$ cat config.mk
export PLATFORM = sky130hd
export DESIGN_NAME = rcc_coexist_control
export DESIGN_NICKNAME = d
export VERILOG_FILES = /design/src/rcc_coexist_control.v
export VERILOG_INCLUDE_DIRS = /design/src
export SDC_FILE = /design/constraint.sdc
export NUM_CORES = 1
export LEC_CHECK = 0
export BUFFER_PORTS_ARGS = -buffer_cell sky130_fd_sc_hd__clkbuf_2
export CORE_MARGIN = 2
export CORE_UTILIZATION = 50
export DETAILED_ROUTE_END_ITERATION = 6
export PLACE_DENSITY = 0.81
export SETUP_SLACK_MARGIN = 0.2
export SYNTH_ARGS = -nofsm -noshare
export SYNTH_HDL_FRONTEND = slang
export SYNTH_SLANG_ARGS = --single-unit
$ cat constraint.sdc
create_clock -name clk -period 2 [get_ports clk]
set_input_delay 0.3 -clock clk [delete_from_list [all_inputs] [get_ports clk]]
set_output_delay 0.3 -clock clk [all_outputs]
set_load 0.005 [all_outputs]
$ cat src/rcc_consts.vh
// Constants for the radio coexistence control block
`ifndef RCC_CONSTS_VH
`define RCC_CONSTS_VH

// ****************************************************************
// Register offsets
// ****************************************************************
`define RCC_ADDR_EXTEND 4'h0
`define RCC_ADDR_COEXT 4'h1
`define RCC_ADDR_FLAGS 4'h2
`define RCC_ADDR_STATUS 4'h3

// ****************************************************************
// Control register fields
// ****************************************************************
`define RCC_F_SRC_LO 0
`define RCC_F_IDIS 2
`define RCC_F_FORCE 3
`define RCC_F_IE 4
`define RCC_F_COEXSEL 5
`define RCC_F_DIRSW 6
`define RCC_F_DIRVAL 7
`define RCC_F_DENY_LO 8
`define RCC_F_QSRC 11
`define RCC_F_QSOC 12
`define RCC_F_QRF 13
`define RCC_F_WDLY_LO 16
`define RCC_COEXT_RESET 32'h0000_0000
`define RCC_COEXT_MASK 32'h003f_3fff

// ****************************************************************
// Codes and timing
// ****************************************************************
`define RCC_SRC_MODE 2'h0
`define RCC_SRC_SEQLL 2'h1
`define RCC_SRC_CLKREQ 2'h2
`define RCC_CLK_MHZ 250
`define RCC_US_CYCLES (`RCC_CLK_MHZ * 1)

`endif

$ cat src/rcc_coexist_control.v
// Radio coexistence request, direction, priority and extension logic
//
// Local design decisions: the register addresses and the strobed register port.
`timescale 1ns/100ps
`default_nettype none
`include "rcc_consts.vh"

module rcc_coexist_control #(
  parameter DENY_PINS = 5,
  parameter US_CYCLES = `RCC_US_CYCLES
) (
  input wire clk,
  input wire nrst,
  input wire [3:0] regAddr,
  input wire [31:0] regWdata,
  input wire regWrite,
  input wire regRead,
  output reg [31:0] regRdata,
  input wire seqRequest,
  input wire seqDirection,
  input wire seqPriority,
  input wire seqBusy,
  input wire seqWarmDownStart,
  input wire llRequest,
  input wire llDirection,
  input wire [1:0] llPriority,
  input wire bleClockRequest,
  input wire lpcEnabled,
  input wire xoEnable,
  input wire lowPowerRequest,
  input wire refClk32k,
  input wire [DENY_PINS-1:0] denyPins,
  output reg [7:0] modeCtrlOutputMux,
  output reg radioRequestOut,
  output reg radioDirectionOut,
  output reg [1:0] radioPriorityOut,
  output reg radioStop,
  output reg quietSystemReq,
  output reg quietRadioReq,
  output reg requestIrq
);

  // ****************************************************************
  // Registers
  // ****************************************************************
  reg [7:0] extendUs_reg;
  reg [31:0] coext_reg;
  reg assertedFlag_reg;
  reg [7:0] extCount_reg;
  reg [7:0] extCount_next;
  reg [8:0] usTick_reg;
  reg [5:0] wakeCount_reg;
  reg wakeReq_reg;
  reg xoSeen_reg;
  reg [DENY_PINS-1:0] denySync1_reg;
  reg [DENY_PINS-1:0] denySync2_reg;
  reg [2:0] refSync_reg;
  reg reqNext;
  reg prevReq_reg;
  wire [1:0] srcSel;
  wire idleTrack;
  wire [2:0] denySel;
  wire [5:0] wakeDelay;
  wire usTick;
  wire refEdge;
  wire extActive;
  wire coexReq;
  wire coexDir;
  wire [1:0] coexPri;
  wire denyLevel;
  wire modeReq;

  assign srcSel = coext_reg[`RCC_F_SRC_LO+1:`RCC_F_SRC_LO];
  assign idleTrack = coext_reg[`RCC_F_IDIS];
  assign denySel = coext_reg[`RCC_F_DENY_LO+2:`RCC_F_DENY_LO];
  assign wakeDelay = coext_reg[`RCC_F_WDLY_LO+5:`RCC_F_WDLY_LO];

  // ****************************************************************
  // Register port
  // ****************************************************************
  // Writes, including clearing the extension by writing zero
  always @(posedge clk or negedge nrst) begin
    if (!nrst) begin
      extendUs_reg <= 8'h00;
      coext_reg <= `RCC_COEXT_RESET;
    end else if (regWrite) begin
      if (regAddr == `RCC_ADDR_EXTEND) begin
        extendUs_reg <= regWdata[7:0];
      end
      if (regAddr == `RCC_ADDR_COEXT) begin
        coext_reg <= regWdata & `RCC_COEXT_MASK;
      end
    end
  end

  // Read data one cycle after the strobe; unmapped reads zero
  always @(posedge clk or negedge nrst) begin
    if (!nrst) begin
      regRdata <= 32'h0000_0000;
    end else if (regRead) begin
      case (regAddr)
        `RCC_ADDR_EXTEND: regRdata <= {24'h000000, extendUs_reg};
        `RCC_ADDR_COEXT: regRdata <= coext_reg;
        `RCC_ADDR_FLAGS: regRdata <= {31'h00000000, assertedFlag_reg};
        `RCC_ADDR_STATUS: regRdata <= {16'h0000, extCount_reg, 3'h0, extActive,
          radioRequestOut, radioDirectionOut, radioPriorityOut};
        default: regRdata <= 32'h0000_0000;
      endcase
    end else begin
      regRdata <= 32'h0000_0000;
    end
  end

  // ****************************************************************
  // Pin synchronisers
  // ****************************************************************
  // Deny pins and the 32 kHz reference come from outside this clock
  always @(posedge clk or negedge nrst) begin
    if (!nrst) begin
      denySync1_reg <= {DENY_PINS{1'b0}};
      denySync2_reg <= {DENY_PINS{1'b0}};
      refSync_reg <= 3'h0;
    end else begin
      denySync1_reg <= denyPins;
      denySync2_reg <= denySync1_reg;
      refSync_reg <= {refSync_reg[1:0], refClk32k};
    end
  end

  assign refEdge = refSync_reg[1] & ~refSync_reg[2];
  // Code 0 disables; codes 1..5 pick a pin
  assign denyLevel = (denySel != 3'h0) && (denySel <= DENY_PINS) ?
    denySync2_reg[denySel - 3'h1] : 1'b0;

  // ****************************************************************
  // Request extension timer
  // ****************************************************************
  // Microsecond tick free-runs off the radio clock
  always @(posedge clk or negedge nrst) begin
    if (!nrst) begin
      usTick_reg <= 9'h000;
    end else if (usTick) begin
      usTick_reg <= 9'h000;
    end else begin
      usTick_reg <= usTick_reg + 9'h001;
    end
  end
  assign usTick = (usTick_reg == US_CYCLES - 1);

  // Reload on warm-down trigger; zero setting kills it at once
  always @* begin
    extCount_next = extCount_reg;
    if (extendUs_reg == 8'h00) begin
      extCount_next = 8'h00;
    end else if (seqWarmDownStart && seqRequest) begin
      extCount_next = extendUs_reg;
    end else if (usTick && extCount_reg != 8'h00) begin
      extCount_next = extCount_reg - 8'h01;
    end
  end

  always @(posedge clk or negedge nrst) begin
    if (!nrst) begin
      extCount_reg <= 8'h00;
    end else begin
      extCount_reg <= extCount_next;
    end
  end
  // Tick phase is not aligned to the trigger, so length is up to 1 us short
  assign extActive = (extCount_reg != 8'h00);

  // ****************************************************************
  // Coexistence source mux
  // ****************************************************************
  // OR hides the gap between back-to-back sequences
  assign coexReq = coext_reg[`RCC_F_COEXSEL] ? llRequest :
    (seqRequest | extActive);
  assign coexDir = coext_reg[`RCC_F_COEXSEL] ? llDirection : seqDirection;
  assign coexPri = coext_reg[`RCC_F_COEXSEL] ? llPriority :
    {1'b0, seqPriority};

  // ****************************************************************
  // Mode controller request
  // ****************************************************************
  // Wake-up delay in 32 kHz cycles after XO enable
  always @(posedge clk or negedge nrst) begin
    if (!nrst) begin
      wakeCount_reg <= 6'h00;
      wakeReq_reg <= 1'b0;
      xoSeen_reg <= 1'b0;
    end else begin
      xoSeen_reg <= xoEnable;
      if (lowPowerRequest || !lpcEnabled) begin
        wakeReq_reg <= 1'b0;
        wakeCount_reg <= 6'h00;
      end else if (xoEnable && !xoSeen_reg) begin
        wakeCount_reg <= wakeDelay;
        wakeReq_reg <= (wakeDelay == 6'h00);
      end else if (refEdge && wakeCount_reg != 6'h00) begin
        wakeCount_reg <= wakeCount_reg - 6'h01;
        if (wakeCount_reg == 6'h01) begin
          wakeReq_reg <= 1'b1;
        end
      end
    end
  end

  assign modeReq = coext_reg[`RCC_F_FORCE] |
    (lpcEnabled & (idleTrack ? seqBusy : wakeReq_reg));

  // Source select for the request output
  always @* begin
    case (srcSel)
      `RCC_SRC_MODE: reqNext = modeReq;
      `RCC_SRC_SEQLL: reqNext = coexReq;
      `RCC_SRC_CLKREQ: reqNext = bleClockRequest;
      default: reqNext = 1'b0;
    endcase
  end

  // ****************************************************************
  // Outputs and request flag
  // ****************************************************************
  // Registered outputs; flag set wins over same-cycle clear
  always @(posedge clk or negedge nrst) begin
    if (!nrst) begin
      radioRequestOut <= 1'b0;
      radioDirectionOut <= 1'b0;
      radioPriorityOut <= 2'h0;
      radioStop <= 1'b0;
      quietSystemReq <= 1'b0;
      quietRadioReq <= 1'b0;
      modeCtrlOutputMux <= 8'h00;
      prevReq_reg <= 1'b0;
      assertedFlag_reg <= 1'b0;
      requestIrq <= 1'b0;
    end else begin
      radioRequestOut <= reqNext;
      prevReq_reg <= reqNext;
      radioDirectionOut <= coext_reg[`RCC_F_DIRSW] ?
        coext_reg[`RCC_F_DIRVAL] : coexDir;
      radioPriorityOut <= coexPri;
      radioStop <= denyLevel;
      // Quiet source: request output or sequencer busy
      quietSystemReq <= coext_reg[`RCC_F_QSOC] &
        (coext_reg[`RCC_F_QSRC] ? seqBusy : reqNext);
      quietRadioReq <= coext_reg[`RCC_F_QRF] &
        (coext_reg[`RCC_F_QSRC] ? seqBusy : reqNext);
      modeCtrlOutputMux <= {3'h0, denyLevel, coexPri,
        coext_reg[`RCC_F_DIRSW] ? coext_reg[`RCC_F_DIRVAL] : coexDir, reqNext};
      if (reqNext && !prevReq_reg) begin
        assertedFlag_reg <= 1'b1;
      end else if (regWrite && regAddr == `RCC_ADDR_FLAGS && regWdata[0]) begin
        assertedFlag_reg <= 1'b0;
      end
      requestIrq <= coext_reg[`RCC_F_IE] &
        (assertedFlag_reg | (reqNext & ~prevReq_reg));
    end
  end
  // Antenna confirm is software-only via a GPIO, so no port here

endmodule
`default_nettype wire

Yosys cells after proc, flatten, opt, wreduce, memory -nomap -nowiden
Cells that the tools add are included.

word-level totals
  flip-flop bits (word level) = 112
  input bits = 59
  output and inout bits = 48
  word-level logic and storage cells = 95

cells by class
  $add $sub $neg = 4
  order comparisons = 2
  eq/ne operators = 7
  muxes and demuxes = 25
  bitwise logic cells = 11
  reductions and logical operators = 26

operators by type and width
  kind                                                                   number
  22-bit case mux with 4 select lines                                    1
  32-bit two-way mux                                                     1
  8-bit two-way mux                                                      3
  6-bit two-way mux                                                      3
  1-bit two-way mux                                                      13
  3-bit nonzero test                                                     4
  9-bit by 1-bit adder with 9-bit output (second input constant)         1
  9-bit by 8-bit == test with 1-bit output (second input constant)       1
  9-bit two-way mux                                                      1
  4-bit by 2-bit == test with 1-bit output (second input constant)       2
  1-bit logical AND                                                      8
  8-bit logical NOT                                                      1
  8-bit nonzero test                                                     1
  8-bit by 1-bit subtractor with 8-bit output (second input constant)    1
  1-bit bitwise AND                                                      6
  6-bit by 1-bit == test with 1-bit output (second input constant)       1
  6-bit logical NOT                                                      1
  2-bit AND reduction                                                    3
  6-bit nonzero test                                                     1
  6-bit by 1-bit subtractor with 6-bit output (second input constant)    1
  4-bit by 1-bit == test with 1-bit output (second input constant)       1
  4-bit logical NOT                                                      1
  3-bit by 4-bit < comparator with 1-bit output (second input constant)  1
  1-bit binary-select mux with 3-bit select                              1
  other kinds (12)                                                       17

Logic depth before layout (Yosys ltp)
Gate-level depths: netlist of run 1.

  word-level depth = 7
  mapped depth = 7
  depth with buffers taken out = 6

Worst setup path after synthesis of run 1
No wires, ideal clock.

  kind = register to register
  start point = reg extCount_reg[2]
  end point = reg extCount_reg[6]
  library setup time = 0.121 ns
  data arrival time = 1.641 ns
  data required time = 1.879 ns
  setup slack = 0.238 ns
  cell stages (with the launch flop) = 5
  buffers on the path = 0
  clock period less this slack = 1.762 ns
  cell sequence = dfrtp_1 -> or3_1 -> nor4_1 -> mux2_2 -> a22o_1

between the ends
  word-level cells in the longest chain between the ends = 4
  elaborated cells between the ends (all ways) = 7
  classes of those cells = add/sub: 1; mux: 3; reduce/logical: 3

RTL lines
  item                                         line                       text
  from (decl)                                  rcc_coexist_control.v:49   reg [7:0] extCount_reg;
  from (signal assigned)                       rcc_coexist_control.v:166  extCount_reg <= extCount_next;
  8-bit by 1-bit subtractor with 8-bit output  rcc_coexist_control.v:158  extCount_next = extCount_reg - 8'h01;
  8-bit two-way mux                            rcc_coexist_control.v:157  end else if (usTick && extCount_reg != 8'h00) begin
  8-bit two-way mux                            rcc_coexist_control.v:155  end else if (seqWarmDownStart && seqRequest) begin
  8-bit two-way mux                            rcc_coexist_control.v:153  if (extendUs_reg == 8'h00) begin

Several ways; a longest one is shown, not always the timed one. The select of a mux whose other input is x is not followed.
A chain may end at the register's enable or synchronous reset.

Worst setup path in the final report of run 1
  start point = reg usTick_reg[1]
  end point = reg extCount_reg[6]

between the ends
  word-level cells in the longest chain between the ends = 3

RTL lines
  item                                      line                       text
  from (decl)                               rcc_coexist_control.v:51   reg [8:0] usTick_reg;
  from (signal assigned)                    rcc_coexist_control.v:145  usTick_reg <= usTick_reg + 9'h001;
  9-bit by 8-bit == test with 1-bit output  rcc_coexist_control.v:148  assign usTick = (usTick_reg == US_CYCLES - 1);
  1-bit logical AND                         rcc_coexist_control.v:157
  3-bit nonzero test (no source line)       n/a

Every way passes these cells.

==> results.md, run 1 <==
* Register area share after synthesis at 55.3%
* TritonCTS Buffers at 9
* Vias in the first global route at 3180
* Clock root buffer: clkbuf_8
* Netlist cell types at 55
* Clock Latency Late Sink at between 0.3 and 0.4 ns
* Initial antenna violation count at 0
* Slowest CP cell: dfrtp_1
* Post-synth EDFFs at 0
* Hold depth at 1
* Clk buf depth at 2
* R2r worst-path depth at 6
* Critical path startpoint category: flip-flop
* Worst Hold Class: in2reg
* CP Max Fanout at 2
* Final setup fails at 0
* Core Rows at 34
* Die X at 97.7 microns
* Largest delay share family, worst path: simple AND/OR/NAND/NOR gates
* Cell area after synthesis at 4390 sq um
* Initial DRC Count at about 150
* Crit. End Element: flip-flop
* Max reg flops at 22
* Arr. time, crit path at 2.08 ns
* Synth Flop Type: dfrtp_1
* H-tree lvl count at 3
* Synth warn at 0
* WP depth at 6
* Slew Limit Fails at 0
* Final period utilization at 91.8%
* Diodes inserted at 0
* Vias at ~3300
* Top Ports at ~110
* Synth Register Bits at 97
* Fin nets at between 500 and 600
* GRT Resource Usage Total at 20.0%
* Power Density at 864 nW/um^2
* Share of the synthesized area in the top cell type at 55.3%
* Vert. Die Dim at 97.7 microns
* Fin util at 61.0%
* WL/cell at 16.1 microns
* RSZ-0062 raised after global routing: true
* GRT overflow at 0
* Worst path buffer plus inverter count at 1
* Post-Route WL at 9450 microns
* Asr flop ratio synth at 100%
* Routed vias/inst at 5.66
* Pin count of the biggest net entering global routing at 43
* Drt first pass iters at 6
* Placer congestion estimate at around 0.9
* WP data required at 2.24 ns
* Share of cells above drive strength 1 at 37.0%
* Setup_tns at 0 ns
* Die area at around 9500 sq um
* Syn-to-layout area delta at 20.0%
* Worst relative slew slack at around 63%
* Mean Syn Cell Area at around 12 sq um
* Final ANT Viol Nets at 0
* Final HPWL DP at 6770 microns
* Drc violations at 0
* Core area at approximately 8600 sq um
* Synthesized instance count at 373
* Initial core utilization at 50.8%
* Outcome: finished clean
* IO Port Bufs at 81
* Slew @ Worst Pin at between 0.5 and 0.6 ns
* Max Fclk at approximately 540 MHz
* Final worst path period need at 1.84 ns
* First-pass GRT wire length at 15200 microns
* Setup CP Type: reg2reg
* Largest cells by area after synthesis: dfrtp_1 55%, mux2_2 7.7%, buf_4 3.1%
* Final hold viol count at 0
* Cell taking the most area after synthesis: dfrtp_1
* Leak Pwr at 2.46 nW
* Clk slew on worst S/H paths at ~0.10 ns
* Setup Skew at 0.0158 ns
* VDD IR max at around 320 uV
* Clock sink count at 97
* Slowest Stage Delay on Critical Path at 0.39 ns
* CTS tree: yes
* Max Cap Viol at 0
* Crit path cell chain: inv_1, ha_1, nand4bb_1, nor4_2, mux2_2, a22o_1
## worst reg2reg max path, cell delays in order (launching register included)
cell and delay (ns):
dfrtp_1 0.39, inv_1 0.06, ha_1 0.15, nand4bb_1 0.21
nor4_2 0.35, mux2_2 0.38, a22o_1 0.20
## through the flow
| step | hold slack, ns | cells | setup WS (ns) | instance area [sq um] | power (mW) |
|---|---|---|---|---|---|
| 2_1_floorplan | 0.00441 | 385 | 0.238 | 4430 | 2.99 |
| 3_3_place_gp | 0.226 | 558 | 0.155 | 4900 | 3.27 |
| 3_5_place_dp | 0.224 | 558 | 0.0924 | 4900 | 3.33 |
| 4_1_cts | 0.0201 | 578 | 0.207 | 5150 | 4.49 |
| 5_1_grt | 0.0179 | 586 | 0.0699 | 5270 | 4.78 |
| 6_report | 0.0377 | 586 | 0.164 | 5270 | 4.55 |
## what timing repair did
action,4_1_cts,5_1_grt
cloned,0,0
hold endpoints to repair,24,0
pin swaps,0,4
buffers inserted,3,8
endpoints found under the setup margin,8,14
resized for setup,7,12
hold buffers,1,0
## cell usage after synthesis (all sizes together) (5+ instances only)
library cell	instances
a211oi	9
a21oi	11
a22oi	12
and3	9
buf	22
clkbuf	6
dfrtp	97
ha	9
inv	13
mux2	30
mux2i	5
nand2	26
nand3	8
nand3b	5
nor2	30
nor4	9
o21ai	6
## kinds of logic (layout without fill, tap and decap cells)
kind of cell / after synthesis / after routing / share of synthesized area, %
AOI/OAI and AO/OA: 61 / 61 / 10.1
xor gates and xnor gates: 7 / 7 / 1.40
adders and majority gates: 9 / 9 / 2.57
buffers and inverters: 41 / 134 / 5.13
DFF: 97 / 97 / 55.3
muxes: 36 / 36 / 9.35
other: 1 / 13 / 0.0854
and+or+nand+nor: 121 / 121 / 16.0
## power breakdown
part	total, mW	switching, mW	internal, mW
registers	2.48	0.277	2.20
logic	0.951	0.455	0.496
clock network	1.12	0.635	0.482
## worst paths after layout
check                                       from               end  slack, ns
max in group asynchronous                   nrst  denySync1_reg[3]       0.91
min in group asynchronous                   nrst  assertedFlag_reg       0.38
worst max-delay path               usTick_reg[1]   extCount_reg[6]       0.16
worst min-delay path                   refClk32k    refSync_reg[0]       0.04
worst min register to register  denySync1_reg[3]  denySync2_reg[3]       0.35
worst max register to register     usTick_reg[1]   extCount_reg[6]       0.16
## cell type report
| cell class | count | area, sq um |
|---|---|---|
| multi-input cells | 247 | 1870 |
| fillers | 691 | 3370 |
| repair buffers | 105 | 607 |
| inverters | 13 | 48.8 |
| well taps | 108 | 135 |
| clock buffers | 11 | 141 |
| flip-flops and latches | 97 | 2430 |
| clock inverters | 5 | 31.3 |
## placed cells by master, fill, tap and decap left out, drive strengths merged, types with 5 or more instances in the layout
cell type / netlist / final
nand3: 8 / 8
mux2i: 5 / 5
mux2: 30 / 30
nand2: 26 / 26
conb: 1 / 13
nor4: 9 / 9
buf: 22 / 24
nor2: 30 / 30
dfrtp: 97 / 97
ha: 9 / 9
o21ai: 6 / 6
a22oi: 12 / 12
and3: 9 / 9
clkbuf: 6 / 91
a211oi: 9 / 9
inv: 13 / 13
nand3b: 5 / 5
a21oi: 11 / 11
## layer usage
metal / global-route usage [%] / share of wire (%) / vias up
met4: 9.83 / 3.3 / 0
met2: 32.6 / 51 / 121
met5: 0 / 0 / -
met1: 25.6 / 40 / 1653
li1: - / - / 1512
met3: 4.10 / 5.1 / 28
Power figures use the tool's default switching activity.
==> inputs of run 2 (changes only) <==
--- a/config.mk
+++ b/config.mk
@@ -10,8 +10,9 @@
 export CORE_MARGIN = 2
 export CORE_UTILIZATION = 50
 export DETAILED_ROUTE_END_ITERATION = 6
-export PLACE_DENSITY = 0.81
+export PLACE_DENSITY_LB_ADDON = 0.15
 export SETUP_SLACK_MARGIN = 0.2
 export SYNTH_ARGS = -nofsm -noshare
 export SYNTH_HDL_FRONTEND = slang
 export SYNTH_SLANG_ARGS = --single-unit
+export TNS_END_PERCENT = 100
==> results.md, run 2 (synthesized netlist as in run 1, its figures left out) <==
* VDD IR max at 397 uV
* Die X at 97.7 microns
* R2r worst-path depth at 7
* Routed vias/inst at 5.49
* Met3 wire length at roughly 390 microns
* Most frequent cells in the layout: 97 x dfrtp_1, 80 x clkbuf_2, 30 x nor2_1, 30 x mux2_2, 25 x nand2_1
* Pin count of the biggest net entering global routing at 36
* Slew @ Worst Pin at 0.711 ns
* Final setup fails at 0
* Crit path cell chain: inv_2, buf_4, ha_1, nand2b_1, nor4_4, mux2_2, a22o_1
* Max Fclk at 560 MHz
* Non-Filler Instances at approximately 590
* Critical path startpoint category: flip-flop
* Initial DRC Count at roughly 110
* Setup CP Type: reg2reg
* Clock Latency Late Sink at 0.36 ns
* Placed insts at 558
* Clock root buffer: clkbuf_8
* Crit. End Element: flip-flop
* CP Max Fanout at 4
* Share of cells above drive strength 1 at 37.0%
* Clock sink count at 97
* First-pass GRT wire length at roughly 15000 microns
* DRT met1 WL at 4500 microns
* Die area at 9540 sq um
* Clk slew on worst S/H paths at around 0.090 ns
* Vias in the first global route at 3101
* Diodes inserted at 0
* IO Port Bufs at 81
* Initial antenna violation count at 0
* TritonCTS Buffers at 9
* Core Rows at 34
* Core area at 8640 sq um
* Slowest Stage Delay on Critical Path at 0.41 ns
* Post-Route WL at 9770 microns
* Worst Hold Class: in2reg
* Final period utilization at a little under 90%
* Worst relative slew slack at a little over half
* Filler cell count in the final layout at between 700 and 800
* Final ANT Viol Nets at 0
* DP Area at 4930 sq um
* Power Density at 858 nW/um^2
* Drc violations at 0
* Drt first pass iters at 4
* Highest Signal Layer: met4
* Setup Skew at 0.0112 ns
* Slew Limit Fails at 0
* Top Ports at 107
* GRT overflow at 0
* Commonest non-fill, non-tap cell in the layout: dfrtp_1
* WP data required at ~2.3 ns
* Hold slack at roughly 0.048 ns
* Initial core utilization at 50.8%
* Max reg flops at 22
* H-tree lvl count at 3
* Clk buf depth at 2
* Hold depth at 1
* Final hold viol count at 0
* Arr. time, crit path at 2.03 ns
* Cell area after layout at 5330 sq um
* Vias at 3220
* Total power draw at between 4 and 5 mW
* Syn-to-layout area delta at 21.5%
* Outcome: finished clean
* Slowest CP cell: dfrtp_1
* Final worst path period need at 1.78 ns
* Placer congestion estimate at roughly 0.90
* Fin nets at between 500 and 600
* Final HPWL DP at 6900 microns
* WL/cell at 16.7 microns
* CTS tree: yes
* RSZ-0062 raised after global routing: true
* Leak Pwr at 2.48 nW
* Setup_tns at 0 ns
* Vert. Die Dim at 97.7 microns
* Max Cap Viol at 0
* Met2 wire length at 4720 microns
* GRT Resource Usage Total at approximately a fifth
[run 2: cell types whose count changed in the layout (fill, tap and decap cells not counted), moves of 2 or more]
| cell | before | now |
|---|---|---|
| buf_4 | 22 | 19 |
| o41ai_1 | 3 | 0 |
| o41ai_2 | 0 | 3 |
| buf_12 | 1 | 3 |
| clkbuf_1 | 1 | 3 |
| clkinv_2 | 3 | 1 |
[run 2: worst paths after layout]
kind | startpoint | endpoint | slack (ns)
max | extCount_reg[1] | extCount_reg[6] | 0.22
min | denyPins[3] | denySync1_reg[3] | 0.05
max reg2reg | extCount_reg[1] | extCount_reg[6] | 0.22
min reg2reg | denySync1_reg[3] | denySync2_reg[3] | 0.35
max in group asynchronous | nrst | coext_reg[5] | 1.04
min in group asynchronous | nrst | wakeCount_reg[4] | 0.42
[run 2: final cells by class]
type | instances | area [sq um] | share of cell area, %
clock buffer | 12 | 135 | 2.53
clock inverter | 4 | 30.0 | 0.563
inverter | 13 | 48.8 | 0.915
multi-input combinational | 247 | 1920 | 36.0
sequential | 97 | 2430 | 45.5
tap | 108 | 135 | 2.53
timing repair buffer | 105 | 636 | 11.9
[run 2: critical path, delay by kind of cell (launching register included)]
family / cells / cell delay [ns]
buffers and inverters: 2 / 0.23
DFF: 1 / 0.41
AOI/OAI and AO/OA: 1 / 0.19
adders and majority gates: 1 / 0.23
and+or+nand+nor: 2 / 0.27
muxes: 1 / 0.36
[run 2: metrics by stage]
step                      utilization [%]  setup WS, ns
after floorplan                         -         0.238
after global placement               57.1         0.151
after detailed placement             57.1         0.104
after CTS                            59.8         0.194
after global routing                 61.7         0.125
final                                61.7         0.215
[run 2: what timing repair did]
action | in CTS | in global routing
hold endpoints to repair | 30 | 0
cloned | 0 | 0
hold buffers | 1 | 0
pin swaps | 0 | 4
resized for setup | 5 | 18
buffers inserted | 4 | 7
setup endpoints to repair | 9 | 12
[run 2: power breakdown]
part	switching (mW)	internal [mW]	leakage, nW
combinational	0.468	0.513	1.17
sequential	0.279	2.20	1.23
clock	0.655	0.457	0.0805
[run 2: metal layers]
metal  global-route usage (%)  vias to the layer above
li1                         -                     1515
met1                     28.1                     1606
met2                     31.7                       84
met3                     4.39                       15
met4                     6.41                        0
met5                        0                        -
